`config.mk`:
```
export PLATFORM = sky130hd
export DESIGN_NAME = cpesc_decoder
export DESIGN_NICKNAME = d
export VERILOG_FILES = /design/src/cpesc_pkg.sv /design/src/cpesc_ea_calc.sv /design/src/cpesc_decoder.sv
export SDC_FILE = /design/constraint.sdc
export NUM_CORES = 1
export LEC_CHECK = 0
export BUFFER_PORTS_ARGS = -buffer_cell sky130_fd_sc_hd__buf_4
export CORE_ASPECT_RATIO = 1.5
export CORE_MARGIN = 2
export CORE_UTILIZATION = 45
export CTS_BUF_LIST = sky130_fd_sc_hd__clkbuf_8 sky130_fd_sc_hd__clkbuf_16
export DETAILED_ROUTE_END_ITERATION = 10
export PLACE_DENSITY_LB_ADDON = 0.08
export SLEW_MARGIN = 5
export SYNTH_ARGS = -nofsm -noshare
export SYNTH_HDL_FRONTEND = slang
export SYNTH_SLANG_ARGS = --single-unit
```
`constraint.sdc`:
```
create_clock -name core_clk -period 7.1 [get_ports core_clk]
set_clock_uncertainty 0.1 [all_clocks]
set_input_delay 0.71 -clock core_clk [delete_from_list [all_inputs] [get_ports core_clk]]
set_output_delay 0.71 -clock core_clk [all_outputs]
set_load 0.1 [all_outputs]
```
`src/cpesc_pkg.sv`:
```
// cpesc_pkg: shared types and constants for the coprocessor escape decoder
// assumes: single core clock domain, byte-serial instruction stream
package cpesc_pkg;

  // escape opcode top bits 11011
  localparam logic [4:0] CPESC_ESC_PREFIX = 5'h1B;
  // host stall instruction byte, recognised so it is not flagged
  localparam logic [7:0] CPESC_STALL_OP   = 8'h9B;
  localparam logic [7:0] CPESC_INIT_MODRM = 8'hE3;
  localparam logic [2:0] CPESC_ESC_INIT   = 3'h3;
  localparam logic [2:0] CPESC_ESC_CW     = 3'h1;
  localparam logic [2:0] CPESC_ESC_STATE  = 3'h5;

  // memory-form reg field codes
  localparam logic [2:0] CPESC_REG_LDENV  = 3'h4;
  localparam logic [2:0] CPESC_REG_LDCW   = 3'h5;
  localparam logic [2:0] CPESC_REG_STENV  = 3'h6;
  localparam logic [2:0] CPESC_REG_STCW   = 3'h7;

  localparam logic [2:0] CPESC_RM_DIRECT  = 3'h6;
  localparam logic [1:0] CPESC_KIND_NODISP = 2'h0;
  localparam logic [1:0] CPESC_KIND_DISP8  = 2'h1;
  localparam logic [1:0] CPESC_KIND_DISP16 = 2'h2;
  localparam logic [1:0] CPESC_KIND_REG    = 2'h3;

  // timing figures in clocks of the arithmetic unit
  localparam logic [7:0] CPESC_POP_PENALTY = 8'h05;
  localparam logic [7:0] CPESC_INIT_MIN    = 8'h02;
  localparam logic [7:0] CPESC_INIT_MAX    = 8'h08;
  localparam logic [7:0] CPESC_ENV_ST_MIN  = 8'h28;
  localparam logic [7:0] CPESC_ENV_ST_MAX  = 8'h32;
  localparam logic [7:0] CPESC_ENV_LD_MIN  = 8'h23;
  localparam logic [7:0] CPESC_ENV_LD_MAX  = 8'h2D;
  localparam logic [7:0] CPESC_STATE_MIN   = 8'hC5;
  localparam logic [7:0] CPESC_STATE_MAX   = 8'hCF;
  localparam logic [7:0] CPESC_CW_LD_MIN   = 8'h07;
  localparam logic [7:0] CPESC_CW_LD_MAX   = 8'h0E;
  localparam logic [7:0] CPESC_CW_ST_MIN   = 8'h0C;
  localparam logic [7:0] CPESC_CW_ST_MAX   = 8'h12;

  typedef enum logic [1:0] {
    CPESC_FMT_REAL32,
    CPESC_FMT_INT32,
    CPESC_FMT_REAL64,
    CPESC_FMT_INT16
  } cpesc_fmt_t;

  typedef enum logic [3:0] {
    CPESC_CLS_NONE,
    CPESC_CLS_MEM_ARITH,
    CPESC_CLS_REG_ARITH,
    CPESC_CLS_INIT,
    CPESC_CLS_LOAD_CW,
    CPESC_CLS_STORE_CW,
    CPESC_CLS_STORE_SW,
    CPESC_CLS_STORE_ENV,
    CPESC_CLS_LOAD_ENV,
    CPESC_CLS_SAVE_STATE,
    CPESC_CLS_RESTORE_STATE,
    CPESC_CLS_OTHER,
    CPESC_CLS_HOST_STALL
  } cpesc_class_t;

  // base registers of the host as seen on the shared bus
  typedef struct packed {
    logic [15:0] primary_base;
    logic [15:0] frame_base;
    logic [15:0] source_index;
    logic [15:0] dest_index;
  } cpesc_bases_t;

  typedef struct packed {
    cpesc_class_t op_class;
    cpesc_fmt_t   memory_format;
    logic         is_memory;
    logic [2:0]   stack_index;
    logic         result_to_stack_top;
    logic         reverse_operands;
    logic         stack_remove_flag;
    logic [15:0]  address_offset;
    logic [15:0]  effective_address;
    logic [7:0]   extra_clocks;
    logic [7:0]   clocks_min;
    logic [7:0]   clocks_max;
    logic         unknown;
  } cpesc_decode_t;

endpackage

```
`src/cpesc_ea_calc.sv`:
```
// cpesc_ea_calc: effective address from locator, bases and offset
// assumes: purely combinational, inputs stable in the core clock domain
`timescale 1ns/1ns
`default_nettype none
module cpesc_ea_calc (
  // decode fields
  input  wire logic [1:0]          addressing_kind,
  input  wire logic [2:0]          operand_locator,
  input  wire logic [15:0]         address_offset,
  // host base registers
  input  wire cpesc_pkg::cpesc_bases_t bases,
  // result
  output logic [15:0]              effective_address
);
  import cpesc_pkg::*;

  logic [15:0] base_sum;

  always_comb begin
    unique case (operand_locator)
      3'h0: base_sum = bases.primary_base + bases.source_index;
      3'h1: base_sum = bases.primary_base + bases.dest_index;
      3'h2: base_sum = bases.frame_base + bases.source_index;
      3'h3: base_sum = bases.frame_base + bases.dest_index;
      3'h4: base_sum = bases.source_index;
      3'h5: base_sum = bases.dest_index;
      3'h6: base_sum = bases.frame_base;
      3'h7: base_sum = bases.primary_base;
    endcase
    // direct form: displacement alone, no base
    if (addressing_kind == CPESC_KIND_NODISP &&
        operand_locator == CPESC_RM_DIRECT) begin
      effective_address = address_offset;
    end else begin
      effective_address = base_sum + address_offset;
    end
  end
endmodule
`default_nettype wire

```
`src/cpesc_decoder.sv`:
```
// cpesc_decoder: byte-serial decoder of coprocessor escape instructions
// assumes: host presents one instruction byte per byte_valid pulse,
// on the core clock; base registers are stable during the instruction
`timescale 1ns/1ns
`default_nettype none
module cpesc_decoder (
  // clock and reset
  input  wire logic                    core_clk,
  input  wire logic                    rstn,
  // instruction byte stream
  input  wire logic                    byte_valid,
  input  wire logic [7:0]              byte_data,
  // host base registers
  input  wire cpesc_pkg::cpesc_bases_t bases,
  // decoded result
  output logic                         decode_valid,
  output cpesc_pkg::cpesc_decode_t     decode,
  output logic                         busy
);
  import cpesc_pkg::*;

  typedef enum logic [2:0] {
    ST_OPCODE,
    ST_MODRM,
    ST_DISP_LO,
    ST_DISP_HI,
    ST_EMIT
  } cpesc_state_t;

  typedef struct packed {
    cpesc_state_t  state;
    logic [2:0]    esc_bits;
    logic [7:0]    modrm;
    logic [15:0]   disp;
    logic          stall_op;
    logic          valid;
    cpesc_decode_t dec;
  } cpesc_regs_t;

  cpesc_regs_t r_r;
  cpesc_regs_t r_nxt;
  cpesc_decode_t dec_c;
  logic [15:0] ea_c;
  logic [1:0]  kind_c;
  logic [2:0]  loc_c;
  logic [2:0]  reg_c;
  logic [15:0] offs_c;

  assign kind_c = r_r.modrm[7:6];
  assign reg_c  = r_r.modrm[5:3];
  assign loc_c  = r_r.modrm[2:0];

  always_comb begin
    unique case (kind_c)
      CPESC_KIND_DISP8:  offs_c = r_r.disp;
      CPESC_KIND_DISP16: offs_c = r_r.disp;
      CPESC_KIND_NODISP: begin
        // zero unless direct form
        offs_c = (loc_c == CPESC_RM_DIRECT) ? r_r.disp : 16'h0000;
      end
      CPESC_KIND_REG:    offs_c = 16'h0000;
    endcase
  end

  cpesc_ea_calc u_ea (
    .addressing_kind   (kind_c),
    .operand_locator   (loc_c),
    .address_offset    (offs_c),
    .bases             (bases),
    .effective_address (ea_c)
  );

  // classification of a complete instruction
  always_comb begin
    dec_c = '0;
    dec_c.memory_format  = cpesc_fmt_t'(r_r.esc_bits[2:1]);
    dec_c.address_offset = offs_c;
    if (r_r.stall_op) begin
      dec_c.op_class = CPESC_CLS_HOST_STALL;
    end else if (kind_c != CPESC_KIND_REG) begin
      dec_c.is_memory         = 1'b1;
      dec_c.effective_address = ea_c;
      dec_c.op_class          = CPESC_CLS_MEM_ARITH;
      if (r_r.esc_bits == CPESC_ESC_CW) begin
        unique case (reg_c)
          CPESC_REG_LDCW: begin
            dec_c.op_class   = CPESC_CLS_LOAD_CW;
            dec_c.clocks_min = CPESC_CW_LD_MIN;
            dec_c.clocks_max = CPESC_CW_LD_MAX;
          end
          CPESC_REG_STCW: begin
            dec_c.op_class   = CPESC_CLS_STORE_CW;
            dec_c.clocks_min = CPESC_CW_ST_MIN;
            dec_c.clocks_max = CPESC_CW_ST_MAX;
          end
          CPESC_REG_STENV: begin
            dec_c.op_class   = CPESC_CLS_STORE_ENV;
            dec_c.clocks_min = CPESC_ENV_ST_MIN;
            dec_c.clocks_max = CPESC_ENV_ST_MAX;
          end
          CPESC_REG_LDENV: begin
            dec_c.op_class   = CPESC_CLS_LOAD_ENV;
            dec_c.clocks_min = CPESC_ENV_LD_MIN;
            dec_c.clocks_max = CPESC_ENV_LD_MAX;
          end
          default: dec_c.op_class = CPESC_CLS_OTHER;
        endcase
      end else if (r_r.esc_bits == CPESC_ESC_STATE) begin
        unique case (reg_c)
          CPESC_REG_STCW: begin
            dec_c.op_class   = CPESC_CLS_STORE_SW;
            dec_c.clocks_min = CPESC_CW_ST_MIN;
            dec_c.clocks_max = CPESC_CW_ST_MAX;
          end
          CPESC_REG_STENV: begin
            dec_c.op_class   = CPESC_CLS_SAVE_STATE;
            dec_c.clocks_min = CPESC_STATE_MIN;
            dec_c.clocks_max = CPESC_STATE_MAX;
          end
          CPESC_REG_LDENV: begin
            dec_c.op_class   = CPESC_CLS_RESTORE_STATE;
            dec_c.clocks_min = CPESC_STATE_MIN;
            dec_c.clocks_max = CPESC_STATE_MAX;
          end
          default: dec_c.op_class = CPESC_CLS_OTHER;
        endcase
      end else if (r_r.esc_bits[0]) begin
        dec_c.op_class = CPESC_CLS_OTHER;
      end
    end else begin
      // register form; index counts down from the stack top
      dec_c.stack_index = loc_c;
      if (r_r.esc_bits == CPESC_ESC_INIT && r_r.modrm == CPESC_INIT_MODRM) begin
        dec_c.op_class   = CPESC_CLS_INIT;
        dec_c.clocks_min = CPESC_INIT_MIN;
        dec_c.clocks_max = CPESC_INIT_MAX;
      end else if (!r_r.esc_bits[0]) begin
        dec_c.op_class            = CPESC_CLS_REG_ARITH;
        dec_c.result_to_stack_top = !r_r.esc_bits[2];
        dec_c.reverse_operands    = reg_c[0] ^ r_r.esc_bits[2];
        dec_c.stack_remove_flag   = r_r.esc_bits[1];
        dec_c.extra_clocks = r_r.esc_bits[1] ? CPESC_POP_PENALTY
                                             : 8'h00;
      end else begin
        dec_c.op_class = CPESC_CLS_OTHER;
      end
    end
    dec_c.unknown = (dec_c.op_class == CPESC_CLS_NONE);
  end

  always_comb begin
    r_nxt       = r_r;
    r_nxt.valid = 1'b0;
    unique case (r_r.state)
      ST_OPCODE: begin
        if (byte_valid) begin
          r_nxt.stall_op = 1'b0;
          r_nxt.disp     = 16'h0000;
          r_nxt.modrm    = 8'h00;
          if (byte_data == CPESC_STALL_OP) begin
            r_nxt.stall_op = 1'b1;
            r_nxt.modrm    = 8'hC0;
            r_nxt.state    = ST_EMIT;
          end else if (byte_data[7:3] == CPESC_ESC_PREFIX) begin
            r_nxt.esc_bits = byte_data[2:0];
            r_nxt.state    = ST_MODRM;
          end else begin
            r_nxt.valid       = 1'b1;
            r_nxt.dec         = '0;
            r_nxt.dec.unknown = 1'b1;
          end
        end
      end
      ST_MODRM: begin
        if (byte_valid) begin
          r_nxt.modrm = byte_data;
          unique case (byte_data[7:6])
            CPESC_KIND_NODISP: begin
              r_nxt.state = (byte_data[2:0] == CPESC_RM_DIRECT)
                            ? ST_DISP_LO : ST_EMIT;
            end
            CPESC_KIND_DISP8:  r_nxt.state = ST_DISP_LO;
            CPESC_KIND_DISP16: r_nxt.state = ST_DISP_LO;
            CPESC_KIND_REG:    r_nxt.state = ST_EMIT;
          endcase
        end
      end
      ST_DISP_LO: begin
        if (byte_valid) begin
          if (kind_c == CPESC_KIND_DISP8) begin
            r_nxt.disp  = {{8{byte_data[7]}}, byte_data};
            r_nxt.state = ST_EMIT;
          end else begin
            r_nxt.disp  = {8'h00, byte_data};
            r_nxt.state = ST_DISP_HI;
          end
        end
      end
      ST_DISP_HI: begin
        if (byte_valid) begin
          r_nxt.disp[15:8] = byte_data;
          r_nxt.state      = ST_EMIT;
        end
      end
      ST_EMIT: begin
        r_nxt.dec   = dec_c;
        r_nxt.valid = 1'b1;
        r_nxt.state = ST_OPCODE;
      end
    endcase
  end

  always_ff @(posedge core_clk or negedge rstn) begin
    if (!rstn) begin
      r_r <= '0;
    end else begin
      r_r <= r_nxt;
    end
  end

  assign decode_valid = r_r.valid;
  assign decode       = r_r.dec;
  assign busy         = (r_r.state != ST_OPCODE);

  AST_POP_PENALTY: assert property (
    @(posedge core_clk) disable iff (!rstn)
    decode_valid && decode.op_class == CPESC_CLS_REG_ARITH
    |-> decode.extra_clocks == (decode.stack_remove_flag ? 8'h05 : 8'h00))
    else $error("pop penalty wrong");
  AST_REG_TARGET: assert property (
    @(posedge core_clk) disable iff (!rstn)
    (r_r.state == ST_EMIT && kind_c == CPESC_KIND_REG && !r_r.stall_op
     && r_r.esc_bits[0] == 1'b0 && r_r.modrm != CPESC_INIT_MODRM)
    |=> decode_valid && decode.result_to_stack_top == !$past(r_r.esc_bits[2]))
    else $error("target choice wrong");
  AST_REVERSE: assert property (
    @(posedge core_clk) disable iff (!rstn)
    decode_valid && decode.op_class == CPESC_CLS_REG_ARITH
    |-> decode.reverse_operands
        == ($past(r_r.modrm[3]) ^ !decode.result_to_stack_top))
    else $error("reverse sense wrong");
  AST_DISP8: assert property (
    @(posedge core_clk) disable iff (!rstn)
    (r_r.state == ST_DISP_LO && byte_valid && kind_c == CPESC_KIND_DISP8)
    |=> ##1 decode_valid
        && decode.address_offset == {{8{$past(byte_data[7], 2)}},
                                     $past(byte_data, 2)})
    else $error("disp8 sign extension wrong");
  AST_DISP16: assert property (
    @(posedge core_clk) disable iff (!rstn)
    (r_r.state == ST_DISP_HI && byte_valid)
    |=> ##1 decode_valid && decode.address_offset[15:8] == $past(byte_data, 2))
    else $error("disp16 high byte wrong");
  AST_NODISP: assert property (
    @(posedge core_clk) disable iff (!rstn)
    (r_r.state == ST_MODRM && byte_valid && byte_data[7:6] == 2'h0
     && byte_data[2:0] != 3'h6)
    |=> ##1 decode_valid && decode.address_offset == 16'h0000)
    else $error("mode 00 offset not zero");
  AST_DIRECT: assert property (
    @(posedge core_clk) disable iff (!rstn)
    decode_valid && decode.is_memory && $past(kind_c) == 2'h0
    && $past(loc_c) == 3'h6
    |-> decode.effective_address == decode.address_offset)
    else $error("direct address wrong");
  AST_INIT: assert property (
    @(posedge core_clk) disable iff (!rstn)
    (r_r.state == ST_EMIT && !r_r.stall_op && r_r.esc_bits == 3'h3
     && r_r.modrm == 8'hE3)
    |=> decode_valid && decode.op_class == CPESC_CLS_INIT
        && decode.clocks_min == 8'h02 && decode.clocks_max == 8'h08)
    else $error("init not recognised");
  AST_ONE_CLOCK: assert property (
    @(posedge core_clk) disable iff (!rstn)
    (r_r.state == ST_EMIT) |=> decode_valid && r_r.state == ST_OPCODE)
    else $error("decode not one clock later");
  AST_STACK_IDX: assert property (
    @(posedge core_clk) disable iff (!rstn)
    decode_valid && decode.op_class == CPESC_CLS_REG_ARITH
    |-> decode.stack_index == $past(r_r.modrm[2:0]))
    else $error("stack index wrong");
  AST_FORMAT: assert property (
    @(posedge core_clk) disable iff (!rstn)
    (r_r.state == ST_EMIT && !r_r.stall_op)
    |=> decode.memory_format == $past(r_r.esc_bits[2:1]))
    else $error("memory format wrong");
  AST_POP_FLAG: assert property (
    @(posedge core_clk) disable iff (!rstn)
    decode_valid && decode.op_class == CPESC_CLS_REG_ARITH
    |-> decode.stack_remove_flag == $past(r_r.esc_bits[1]))
    else $error("pop flag wrong");
  // a stray byte must not be taken for an escape or a stall
  AST_UNKNOWN: assert property (
    @(posedge core_clk) disable iff (!rstn)
    (r_r.state == ST_OPCODE && byte_valid && byte_data != 8'h9B
     && byte_data[7:3] != 5'h1B)
    |=> decode_valid && decode.unknown)
    else $error("unknown opcode not flagged");
  AST_STORE_SW: assert property (
    @(posedge core_clk) disable iff (!rstn)
    (r_r.state == ST_EMIT && !r_r.stall_op && r_r.modrm[7:6] != 2'h3
     && r_r.esc_bits == 3'h5 && r_r.modrm[5:3] == 3'h7)
    |=> decode_valid && decode.op_class == CPESC_CLS_STORE_SW)
    else $error("status store not recognised");
endmodule
`default_nettype wire

```
==> load_flow_metrics.sql, run 1 <==
INSERT INTO impl_metrics (metric_group, metric, value, unit) VALUES
('critical_path', 'path_max_fanout', '23', ''),
('yosys', 'synth_ff_type', 'dfrtp_1', ''),
('detailed_routing', 'ant_nets', '0', ''),
('sta', 'finalSetupViolations', '0', ''),
('floorplan', 'io_pins', '147', ''),
('clock_tree', 'root_buffer', 'clkbuf_16', ''),
('sta', 'layout_min_cycle_time', '5850', 'ps'),
('yosys', 'synth_cells', '880', ''),
('critical_path', 'timing.critical_path.arrival', '6040', 'ps'),
('yosys', 'mappedNetlistArea', '7630', 'um2'),
('floorplan', 'std_cell_rows', '58', ''),
('detailed_routing', 'wl_per_cell', '18.9', 'um'),
('detailed_routing', 'drt_first_pass_iters', '5', ''),
('clock_tree', 'cts_tree', 'built', ''),
('finish', 'design.final.nets', '1065', ''),
('yosys', 'synthDistinctLibCells', '69', ''),
('pwr', 'peak_supply_drop', '0.190', 'mV'),
('sta', 'tns', '0', 'ps'),
('sta', 'fmax', '171', 'MHz'),
('grt', 'antenna_found_initial', '0', ''),
('floorplan', 'floorplan.initialDensity', '45.7', '%'),
('finish', 'multi_input_comb_area', '4700', 'um2'),
('yosys', 'synth.ff_latch_count', '87', ''),
('clock_tree', 'clock_insertion_delay_worst_skew', '340', 'ps'),
('detailed_routing', 'vias_per_cell', '5.78', ''),
('yosys', 'synth-seq-area-share', '28.5', '%'),
('critical_path', 'timing.critical_path.cells', 'buf_4 -> nand3b_1 -> buf_4 -> mux2_2 -> fa_1 -> a21o_1 -> a21oi_1 -> o21ai_0 -> a41oi_1 -> nor2b_1 -> o41a_1 -> a21oi_1 -> xnor2_1 -> o221a_2 -> ha_1 -> and3_2 -> a221o_1 -> or3_2 -> a41oi_2 -> a221o_1', ''),
('floorplan', 'placeableCoreArea', '16700', 'um2'),
('finish', 'ff_latch_area', '2180', 'um2'),
('yosys', 'synth_edf_count', '0', ''),
('critical_path', 'cpMaxStageDelayCell', 'a41oi_1', ''),
('sta', 'fin_crit_sh', '82.5', '%'),
('yosys', 'synthArstFlopShare', '100', '%'),
('clock_tree', 'post_cts.resized_instances', '0', ''),
('floorplan', 'die_width', '110', 'um'),
('critical_path', 'crit_path_max_incr_delay', '440', 'ps'),
('placed_design', 'hpwl', '17000', 'um'),
('critical_path', 'crit_type', 'flop to flop', ''),
('critical_path', 'wp_data_required', '7280', 'ps'),
('placed_design', 'gp_routability_congestion', '0.884', ''),
('critical_path', 'worstSetupEndpointType', 'flop', ''),
('sta', 'drv_slew', '0', ''),
('clock_tree', 'cts_max_path_buffers', '2', ''),
('clock_tree', 'clkTransAtPathRegs', '60', 'ps'),
('grt', 'grt_use_total', '24.5', '%'),
('clock_tree', 'cts_setup_buffers', '0', ''),
('grt', 'grt-ovfl-total', '0', ''),
('clock_tree', 'cts_made_buffers', '9', ''),
('clock_tree', 'num_clock_sinks', '87', ''),
('critical_path', 'setup.worst_path.start_class', 'flop', ''),
('finish', 'num_antenna_cells', '0', ''),
('clock_tree', 'cts_htree_levels', '3', ''),
('pwr', 'power_per_cell_area', '225', 'nW/um2'),
('finish', 'mostFrequentLayoutCell', 'buf_4', ''),
('sta', 'finalHoldViolCount', '0', ''),
('sta', 'rsz0062_at_grt', 'no', ''),
('placed_design', 'port_buffer_count', '139', ''),
('clock_tree', 'holdBufCountCts', '0', ''),
('detailed_routing', 'post_route_drc', '0', ''),
('pwr', 'p_leak', '0.00404', 'uW'),
('detailed_routing', 'detail_route.iter0.violations', '307', ''),
('finish', 'syn2layout_area_growth', '14.0', '%'),
('grt', 'grt_pass1_vias', '6661', ''),
('detailed_routing', 'routed_wirelength', '21800', 'um'),
('outcome', 'status', 'finished clean', ''),
('run', 'max_cap_viols', '0', ''),
('floorplan', 'die_h', '163', 'um'),
('sta', 'max_slew_margin', '19.6', '%'),
('detailed_routing', 'vias', '6645', ''),
('yosys', 'post_synth.cell_area_avg', '8.67', 'um2'),
('worst_hold_path', 'hold_path.class', 'input pin to asynchronous set/reset pin', ''),
('floorplan', 'fp.dieArea', '18000', 'um2'),
('grt', 'grt_max_degree', '58', ''),
('finish', 'final_cell_mix', 'buf_4 (152), nand2_1 (96), dfrtp_1 (87), o21ai_0 (76), nor2_1 (57)', ''),
('finish', 'instances_no_fill', '1150', ''),
('yosys', 'yosysWarnings', '0', ''),
('finish', 'filler_cell_count', '1631', ''),
('sta', 'tightest_slew', '1200', 'ps'),
('grt', 'first_pass_grt_wire_length', '34400', 'um'),
('finish', 'drive_above_1_share', '24.5', '%'),
('placed_design', 'placed_cells_incl_taps', '1134', '');
## cells by family (layout without fill, tap and decap cells)
| logic type | Yosys count | after routing | synth area share, % |
|---|---|---|---|
| and+or+nand+nor | 239 | 239 | 14.7 |
| muxes | 66 | 66 | 10.3 |
| AOI/OAI and AO/OA | 256 | 256 | 22.2 |
| buffers and inverters | 135 | 189 | 10.2 |
| other | 1 | 7 | 0.0492 |
| DFF | 87 | 87 | 28.5 |
| adders and majority gates | 55 | 55 | 9.32 |
| xor gates and xnor gates | 41 | 41 | 4.71 |
## through the flow
step / cell area (um2) / utilization (%) / hold slack (ps) / power (uW) / setup slack [ps]
after global placement: 8360 / 50.1 / 364 / 1430 / 1340
final: 8690 / 52.1 / 203 / 1960 / 1250
after floorplan: 7650 / - / 314 / 1220 / 1000
after detailed placement: 8360 / 50.1 / 373 / 1440 / 1240
after global routing: 8690 / 52.1 / 230 / 2070 / 964
after CTS: 8690 / 52.1 / 217 / 1970 / 1250
## metal layers
| layer | global-route usage, % | vias to the layer above | wire (um) |
|---|---|---|---|
| li1 | - | 3191 | - |
| met1 | 29.4 | 3234 | 8760 |
| met2 | 44.5 | 191 | 11600 |
| met3 | 1.96 | 29 | 816 |
| met4 | 9.55 | 0 | 648 |
| met5 | 0 | - | 0 |
## worst max-delay path: cells and delay by family, from the launching register on
| kind | cells | cell delay, ps |
|---|---|---|
| AND/OR/NAND/NOR | 4 | 970 |
| AO/OA/AOI/OAI | 10 | 2560 |
| adder cells (fa/ha/maj) | 2 | 720 |
| XOR/XNOR | 1 | 80 |
| flip-flops | 1 | 370 |
| multiplexers | 1 | 400 |
| buffers and inverters | 2 | 570 |
## final timing paths
| check | from | endpoint | slack, ps | cells after the start |
|---|---|---|---|---|
| setup / recovery | loc_c[2] | decode[40] | 1250 | 20 |
| hold / removal | rstn | decode_valid | 200 | 1 |
| setup reg to reg | loc_c[2] | decode[40] | 1250 | 20 |
| hold reg to reg | decode[27] | decode[27] | 390 | 2 |
| max in group asynchronous | rstn | decode[37] | 5570 | 2 |
| min in group core_clk | decode[27] | decode[27] | 390 | 2 |
## cell usage after synthesis, types with 15 or more instances
master    instances  area share, %
nor2_1           57            2.8
a21o_1           18            1.8
buf_4            70            6.9
nor3_1           15           0.98
o21ai_0          76            5.0
mux2_2           41            6.1
nand2_1          96            4.7
clkbuf_1         37            1.8
mux2i_1          19            2.5
ha_1             52            8.5
a21oi_1          53            3.5
dfrtp_1          87             29
xnor2_1          30            3.4
a22o_1           30            3.4
nor2b_1          21            1.7
inv_1            21            1.0
## state kept, by name, indices dropped and copies added (netlist names)
| signal | count |
|---|---|
| decode | 55 |
| r_r | 24 |
| loc_c | 3 |
| dec_c | 2 |
| kind_c | 2 |
| decode_valid | 1 |
## report_power, final
group          total, uW  switching [uW]  internal (uW)  leakage, uW
logic                865             552            313      0.00268
clock network        526             199            328     0.000164
registers            565            41.1            524      0.00120
total               1960             792           1160      0.00404
## area by class of cell
cell class,count,area share [%]
Multi-Input combinational cell,664,54.1
Clock inverter,5,0.921
Inverter,21,0.907
Timing Repair Buffer,152,13.1
Tap cell,210,3.02
Clock buffer,11,2.91
Sequential cell,87,25.0
Power figures use the tool's default switching activity.
==> run 2, diff against run 1 <==
==> constraint.sdc (replaced) <==
create_clock -name core_clk -period 5.8 [get_ports core_clk]
set_clock_uncertainty 0.1 [all_clocks]
set_input_delay 0.58 -clock core_clk [delete_from_list [all_inputs] [get_ports core_clk]]
set_output_delay 0.58 -clock core_clk [all_outputs]
set_load 0.1 [all_outputs]
==> load_flow_metrics.sql, run 2 (same netlist as run 1, synthesis figures left out) <==
INSERT INTO impl_metrics (metric_group, metric, value, unit) VALUES
('outcome', 'status', 'finished clean', ''),
('grt', 'antenna_found_initial', '0', ''),
('sta', 'drv_slew', '0', ''),
('run', 'max_cap_viols', '0', ''),
('floorplan', 'floorplan.initialDensity', '45.7', '%'),
('finish', 'design.final.nets', '1074', ''),
('critical_path', 'wp_data_required', '5920', 'ps'),
('clock_tree', 'root_buffer', 'clkbuf_16', ''),
('sta', 'tightest_slew', '1280', 'ps'),
('detailed_routing', 'routed_wirelength', '20600', 'um'),
('grt', 'first_pass_grt_wire_length', '32700', 'um'),
('finish', 'final_cell_mix', 'buf_4 (159), nand2_1 (96), dfrtp_1 (87), o21ai_0 (75), nor2_1 (56)', ''),
('finish', 'num_antenna_cells', '0', ''),
('detailed_routing', 'post_route_drc', '0', ''),
('critical_path', 'timing.critical_path.from', 'loc_c[0]', ''),
('grt', 'grt_max_degree', '79', ''),
('finish', 'drive_above_1_share', '25.6', '%'),
('detailed_routing', 'ant_nets', '0', ''),
('detailed_routing', 'wl_per_cell', '17.8', 'um'),
('floorplan', 'io_pins', '147', ''),
('clock_tree', 'cts_made_buffers', '9', ''),
('detailed_routing', 'drt_first_pass_iters', '4', ''),
('floorplan', 'fp.dieArea', '18000', 'um2'),
('detailed_routing', 'detail_route.iter0.violations', '224', ''),
('detailed_routing', 'vias_per_cell', '5.60', ''),
('sta', 'finalSetupViolations', '0', ''),
('worst_hold_path', 'worst_hold_startpoint', 'decode[2]', ''),
('sta', 'fmax', '181', 'MHz'),
('floorplan', 'placeableCoreArea', '16700', 'um2'),
('placed_design', 'placed_cells_incl_taps', '1136', ''),
('floorplan', 'std_cell_rows', '58', ''),
('placed_design', 'detailed_place.area', '8400', 'um2'),
('finish', 'instances_no_fill', '1159', ''),
('floorplan', 'die_h', '163', 'um'),
('finish', 'mostFrequentLayoutCell', 'buf_4', ''),
('placed_design', 'port_buffer_count', '139', ''),
('pwr', 'p_leak', '0.00409', 'uW'),
('clock_tree', 'num_clock_sinks', '87', ''),
('finish', 'post-route-util', '52.7', '%'),
('clock_tree', 'cts_max_path_buffers', '2', ''),
('grt', 'grt_pass1_vias', '6482', ''),
('grt', 'grt_use_total', '23.1', '%'),
('detailed_routing', 'vias', '6493', ''),
('clock_tree', 'cts_htree_levels', '3', ''),
('sta', 'max_slew_margin', '14.3', '%'),
('placed_design', 'hpwl', '16000', 'um'),
('finish', 'largest_register_ffs', '55', ''),
('placed_design', 'gp_routability_congestion', '0.900', ''),
('sta', 'tns', '0', 'ps'),
('critical_path', 'crit_type', 'flop to flop', ''),
('critical_path', 'path_max_fanout', '7', ''),
('critical_path', 'setup.worst_path.start_class', 'flop', ''),
('critical_path', 'worstSetupEndpointType', 'flop', ''),
('sta', 'finalHoldViolCount', '0', ''),
('pwr', 'power_per_cell_area', '270', 'nW/um2'),
('critical_path', 'rr_startpoint', 'loc_c[0]', ''),
('pwr', 'peak_supply_drop', '0.182', 'mV'),
('floorplan', 'die_width', '110', 'um'),
('finish', 'final_design_area_no_fill', '8800', 'um2'),
('sta', 'fin_crit_sh', '95.4', '%'),
('worst_hold_path', 'hold_path.class', 'flop to flop', ''),
('clock_tree', 'clock_insertion_delay_worst_skew', '340', 'ps'),
('sta', 'layout_min_cycle_time', '5530', 'ps'),
('clock_tree', 'clkTransAtPathRegs', '60', 'ps'),
('finish', 'syn2layout_area_growth', '15.4', '%'),
('critical_path', 'timing.critical_path.arrival', '5660', 'ps'),
('grt', 'grt-ovfl-total', '0', ''),
('clock_tree', 'cts_tree', 'built', '');
run 2: cell types whose count changed in the layout (fill, tap and decap cells not counted), moves of 2 or more:
cell / before / now
buf_4: 152 / 159
a21oi_1: 53 / 51
a21oi_2: 1 / 3
clkbuf_8: 2 / 0
clkinv_4: 0 / 2
run 2: per-layer routing:
metal | up-vias | GRT usage, % | wire length (um)
met5 | - | 0 | 0
met4 | 0 | 7.33 | 403
met3 | 29 | 2.47 | 778
met2 | 174 | 41.7 | 10900
met1 | 3070 | 28.1 | 8550
li1 | 3220 | - | -
run 2: where the power goes:
part	switching [uW]	total [uW]	internal [uW]	leakage, uW
Sequential	47.2	688	641	0.00120
Combinational	677	1070	394	0.00273
Clock	239	615	375	0.000162
run 2: critical path: stages (launching register included):
cell and delay, ps:
dfrtp_1 410, or2_4 310, nor2_4 210, buf_4 140, mux2_2 320, ha_1 230, or3_4 410, o221a_1 260
a2111o_1 480, a31oi_4 210, xnor2_1 80, nor2_1 90, a21oi_1 50, mux2_2 280, ha_1 340, nand2_1 100
a2bb2oi_1 160, o31ai_1 150, a221o_1 410, and2b_2 210, o211ai_1 100, a41oi_2 120, a221o_1 270
run 2: cell type report:
class,instances,area (um2)
Sequential cell,87,2180
Timing Repair Buffer,161,1220
Fill cell,1621,7890
Multi-Input combinational cell,664,4740
Inverter,21,78.8
Tap cell,210,263
Clock buffer,9,225
Clock inverter,7,90.1
run 2: repair_timing:
| item | 4_1_cts | 5_1_grt |
|---|---|---|
| setup endpoints to repair | 0 | 1 |
| hold buffers | 1 | 0 |
| gates resized for setup | 0 | 8 |
| hold endpoints to repair | 9 | 0 |
| setup buffers | 0 | 6 |
run 2: worst paths after layout:
kind / to / slack, ps / depth (start not counted)
worst min-delay path: decode[2] / 370 / 2
worst max-delay path: decode[40] / 270 / 22
worst max register to register: decode[40] / 270 / 22
worst min register to register: decode[2] / 370 / 2
min in group asynchronous: decode_valid / 500 / 2
max in group asynchronous: r_r[96] / 3880 / 3
run 2: stage by stage:
| step | hold WS [ps] | total power (uW) | setup slack (ps) |
|---|---|---|---|
| 6_report | 367 | 2370 | 265 |
| 2_1_floorplan | 184 | 1500 | 3.26 |
| 5_1_grt | 406 | 2520 | -15.2 |
| 4_1_cts | 372 | 2370 | 88.4 |
| 3_5_place_dp | 316 | 1750 | 104 |
| 3_3_place_gp | 315 | 1750 | 206 |
==> run 3, diff against run 2 <==
--- a/config.mk
+++ b/config.mk
@@ -6,7 +6,7 @@
 export NUM_CORES = 1
 export LEC_CHECK = 0
 export BUFFER_PORTS_ARGS = -buffer_cell sky130_fd_sc_hd__buf_4
-export CORE_ASPECT_RATIO = 1.5
+export CORE_ASPECT_RATIO = 0.9
 export CORE_MARGIN = 2
 export CORE_UTILIZATION = 45
 export CTS_BUF_LIST = sky130_fd_sc_hd__clkbuf_8 sky130_fd_sc_hd__clkbuf_16
==> load_flow_metrics.sql, run 3 (same netlist as run 1, synthesis figures left out) <==
INSERT INTO impl_metrics (metric_group, metric, value, unit) VALUES
('critical_path', 'crit_path_max_incr_delay', '440', 'ps'),
('floorplan', 'fp.dieArea', '18000', 'um2'),
('critical_path', 'timing.critical_path.cells', 'or2_4 -> nor2_4 -> mux2_2 -> ha_1 -> fa_1 -> a21o_1 -> a21o_1 -> a21oi_1 -> o21bai_1 -> a21oi_2 -> o21bai_1 -> a31oi_1 -> xor2_1 -> o221ai_1 -> ha_1 -> a21o_1 -> a21o_2 -> a221o_1 -> and2b_2 -> o211ai_1 -> a41oi_2 -> a221o_1', ''),
('finish', 'drive_above_1_share', '26.1', '%'),
('finish', 'syn2layout_area_growth', '14.8', '%'),
('sta', 'fin_crit_sh', '96.0', '%'),
('grt', 'grt_max_degree', '64', ''),
('finish', 'num_antenna_cells', '0', ''),
('grt', 'first_pass_grt_wire_length', '33800', 'um'),
('detailed_routing', 'vias_per_cell', '5.73', ''),
('detailed_routing', 'detailroute.wirelength.met3', '1290', 'um'),
('finish', 'mostFrequentLayoutCell', 'buf_4', ''),
('detailed_routing', 'met2WireLength', '9890', 'um'),
('floorplan', 'placeableCoreArea', '16700', 'um2'),
('finish', 'instances_no_fill', '1161', ''),
('detailed_routing', 'wl_per_cell', '18.3', 'um'),
('sta', 'tightest_slew', '814', 'ps'),
('critical_path', 'cpMaxStageDelayCell', 'fa_1', ''),
('clock_tree', 'cts_tree', 'built', ''),
('critical_path', 'worstSetupEndpointType', 'flop', ''),
('grt', 'antenna_found_initial', '0', ''),
('clock_tree', 'clock_insertion_delay_worst_skew', '340', 'ps'),
('pwr', 'power_per_cell_area', '264', 'nW/um2'),
('clock_tree', 'cts_htree_levels', '3', ''),
('clock_tree', 'clkTransAtPathRegs', '60', 'ps'),
('detailed_routing', 'detail_route.iter0.violations', '414', ''),
('critical_path', 'wp_data_required', '5920', 'ps'),
('grt', 'grt-ovfl-total', '0', ''),
('detailed_routing', 'vias', '6654', ''),
('detailed_routing', 'detail_route.wirelength.met1', '9870', 'um'),
('sta', 'fmax', '180', 'MHz'),
('sta', 'max_slew_margin', '45.8', '%'),
('critical_path', 'critical_path.most_common_cell', 'a21o_1', ''),
('grt', 'grt_use_total', '23.5', '%'),
('detailed_routing', 'uppermost_metal_layer_occupied_by_signal_nets', 'met4', ''),
('run', 'max_cap_viols', '0', ''),
('sta', 'finalHoldViolCount', '0', ''),
('critical_path', 'setup.worst_path.start_class', 'flop', ''),
('clock_tree', 'num_clock_sinks', '87', ''),
('floorplan', 'floorplan.initialDensity', '45.6', '%'),
('placed_design', 'place_ws', '89.4', 'ps'),
('critical_path', 'timing.critical_path.arrival', '5690', 'ps'),
('critical_path', 'path_max_fanout', '7', ''),
('finish', 'final_cell_mix', 'buf_4 (162), nand2_1 (96), dfrtp_1 (87), o21ai_0 (75), nor2_1 (55)', ''),
('placed_design', 'port_buffer_count', '139', ''),
('finish', 'design.final.nets', '1075', ''),
('floorplan', 'io_pins', '147', ''),
('placed_design', 'hpwl', '16500', 'um'),
('pwr', 'peak_supply_drop', '0.190', 'mV'),
('clock_tree', 'cts_made_buffers', '9', ''),
('clock_tree', 'holdBufCountCts', '0', ''),
('critical_path', 'crit_type', 'flop to flop', ''),
('floorplan', 'std_cell_rows', '45', ''),
('clock_tree', 'cts_max_path_buffers', '2', ''),
('grt', 'grt_pass1_vias', '6446', ''),
('finish', 'filler_cell_count', '1575', ''),
('placed_design', 'gp_routability_congestion', '0.872', ''),
('worst_hold_path', 'hold_path.class', 'input pin to asynchronous set/reset pin', ''),
('floorplan', 'die_width', '141', 'um'),
('detailed_routing', 'post_route_drc', '0', ''),
('sta', 'final_critical_path_setup_slack', '230', 'ps'),
('pwr', 'p_leak', '0.00406', 'uW'),
('floorplan', 'die_h', '128', 'um'),
('detailed_routing', 'drt_first_pass_iters', '5', ''),
('finish', 'multi_input_comb_area', '4740', 'um2'),
('detailed_routing', 'ant_nets', '0', ''),
('sta', 'drv_slew', '0', ''),
('detailed_routing', 'routed_wirelength', '21200', 'um'),
('sta', 'finalSetupViolations', '0', ''),
('sta', 'layout_min_cycle_time', '5570', 'ps'),
('finish', 'ff_latch_area', '2180', 'um2'),
('clock_tree', 'root_buffer', 'clkbuf_16', ''),
('outcome', 'status', 'finished clean', ''),
('finish', 'largest_register_ffs', '55', ''),
('placed_design', 'placed_cells_incl_taps', '1138', '');
## run 3: through the flow
step / cell area, um2 / util [%] / hold slack, ps / total power, uW / setup TNS, ps
final: 8760 / 52.4 / 22.6 / 2310 / 0
after global routing: 8760 / 52.4 / 43.6 / 2450 / -6.01
after CTS: 8680 / 51.9 / 25.6 / 2300 / 0
after detailed placement: 8390 / 50.2 / 376 / 1750 / 0
after global placement: 8390 / 50.2 / 356 / 1730 / 0
after floorplan: 7660 / - / 184 / 1500 / 0
## run 3: power by group
group          leakage, uW  total (uW)  switching [uW]  internal (uW)
clock             0.000131         548             245            303
sequential         0.00120         693            51.9            641
combinational      0.00273        1070             674            395
## run 3: area by class of cell
| class | instances | area share, % |
|---|---|---|
| Timing Repair Buffer | 162 | 13.9 |
| Clock inverter | 6 | 0.514 |
| Inverter | 21 | 0.900 |
| Sequential cell | 87 | 24.9 |
| Multi-Input combinational cell | 664 | 54.1 |
| Tap cell | 211 | 3.01 |
| Clock buffer | 10 | 2.73 |
## run 3: metal layers
layer	vias up	global-route usage [%]
li1	3232	-
met1	3201	33.1
met2	203	38.3
met3	18	4.39
met4	0	3.94
met5	-	0
## run 3: final timing paths
check | start | to | slack (ps) | depth (start not counted)
min reg2reg | decode[63] | decode[63] | 390 | 2
min in group core_clk | decode[63] | decode[63] | 390 | 2
max reg2reg | loc_c[0] | decode[40] | 230 | 22
min | rstn | decode[43] | 20 | 1
max in group asynchronous | rstn | r_r[79] | 4450 | 2
max | loc_c[0] | decode[40] | 230 | 22
## run 3: worst max-delay path: cells and delay by family, from the launching register on
family,cells,cell delay [ps]
compound gates,14,2630
xor+xnor,1,160
fa+ha+maj,3,1060
flops,1,410
mux,1,360
simple gates,3,730
## run 3: what timing repair did
action,in CTS,in global routing
resized for setup,0,7
setup endpoints to repair,0,2
buffers inserted,0,7
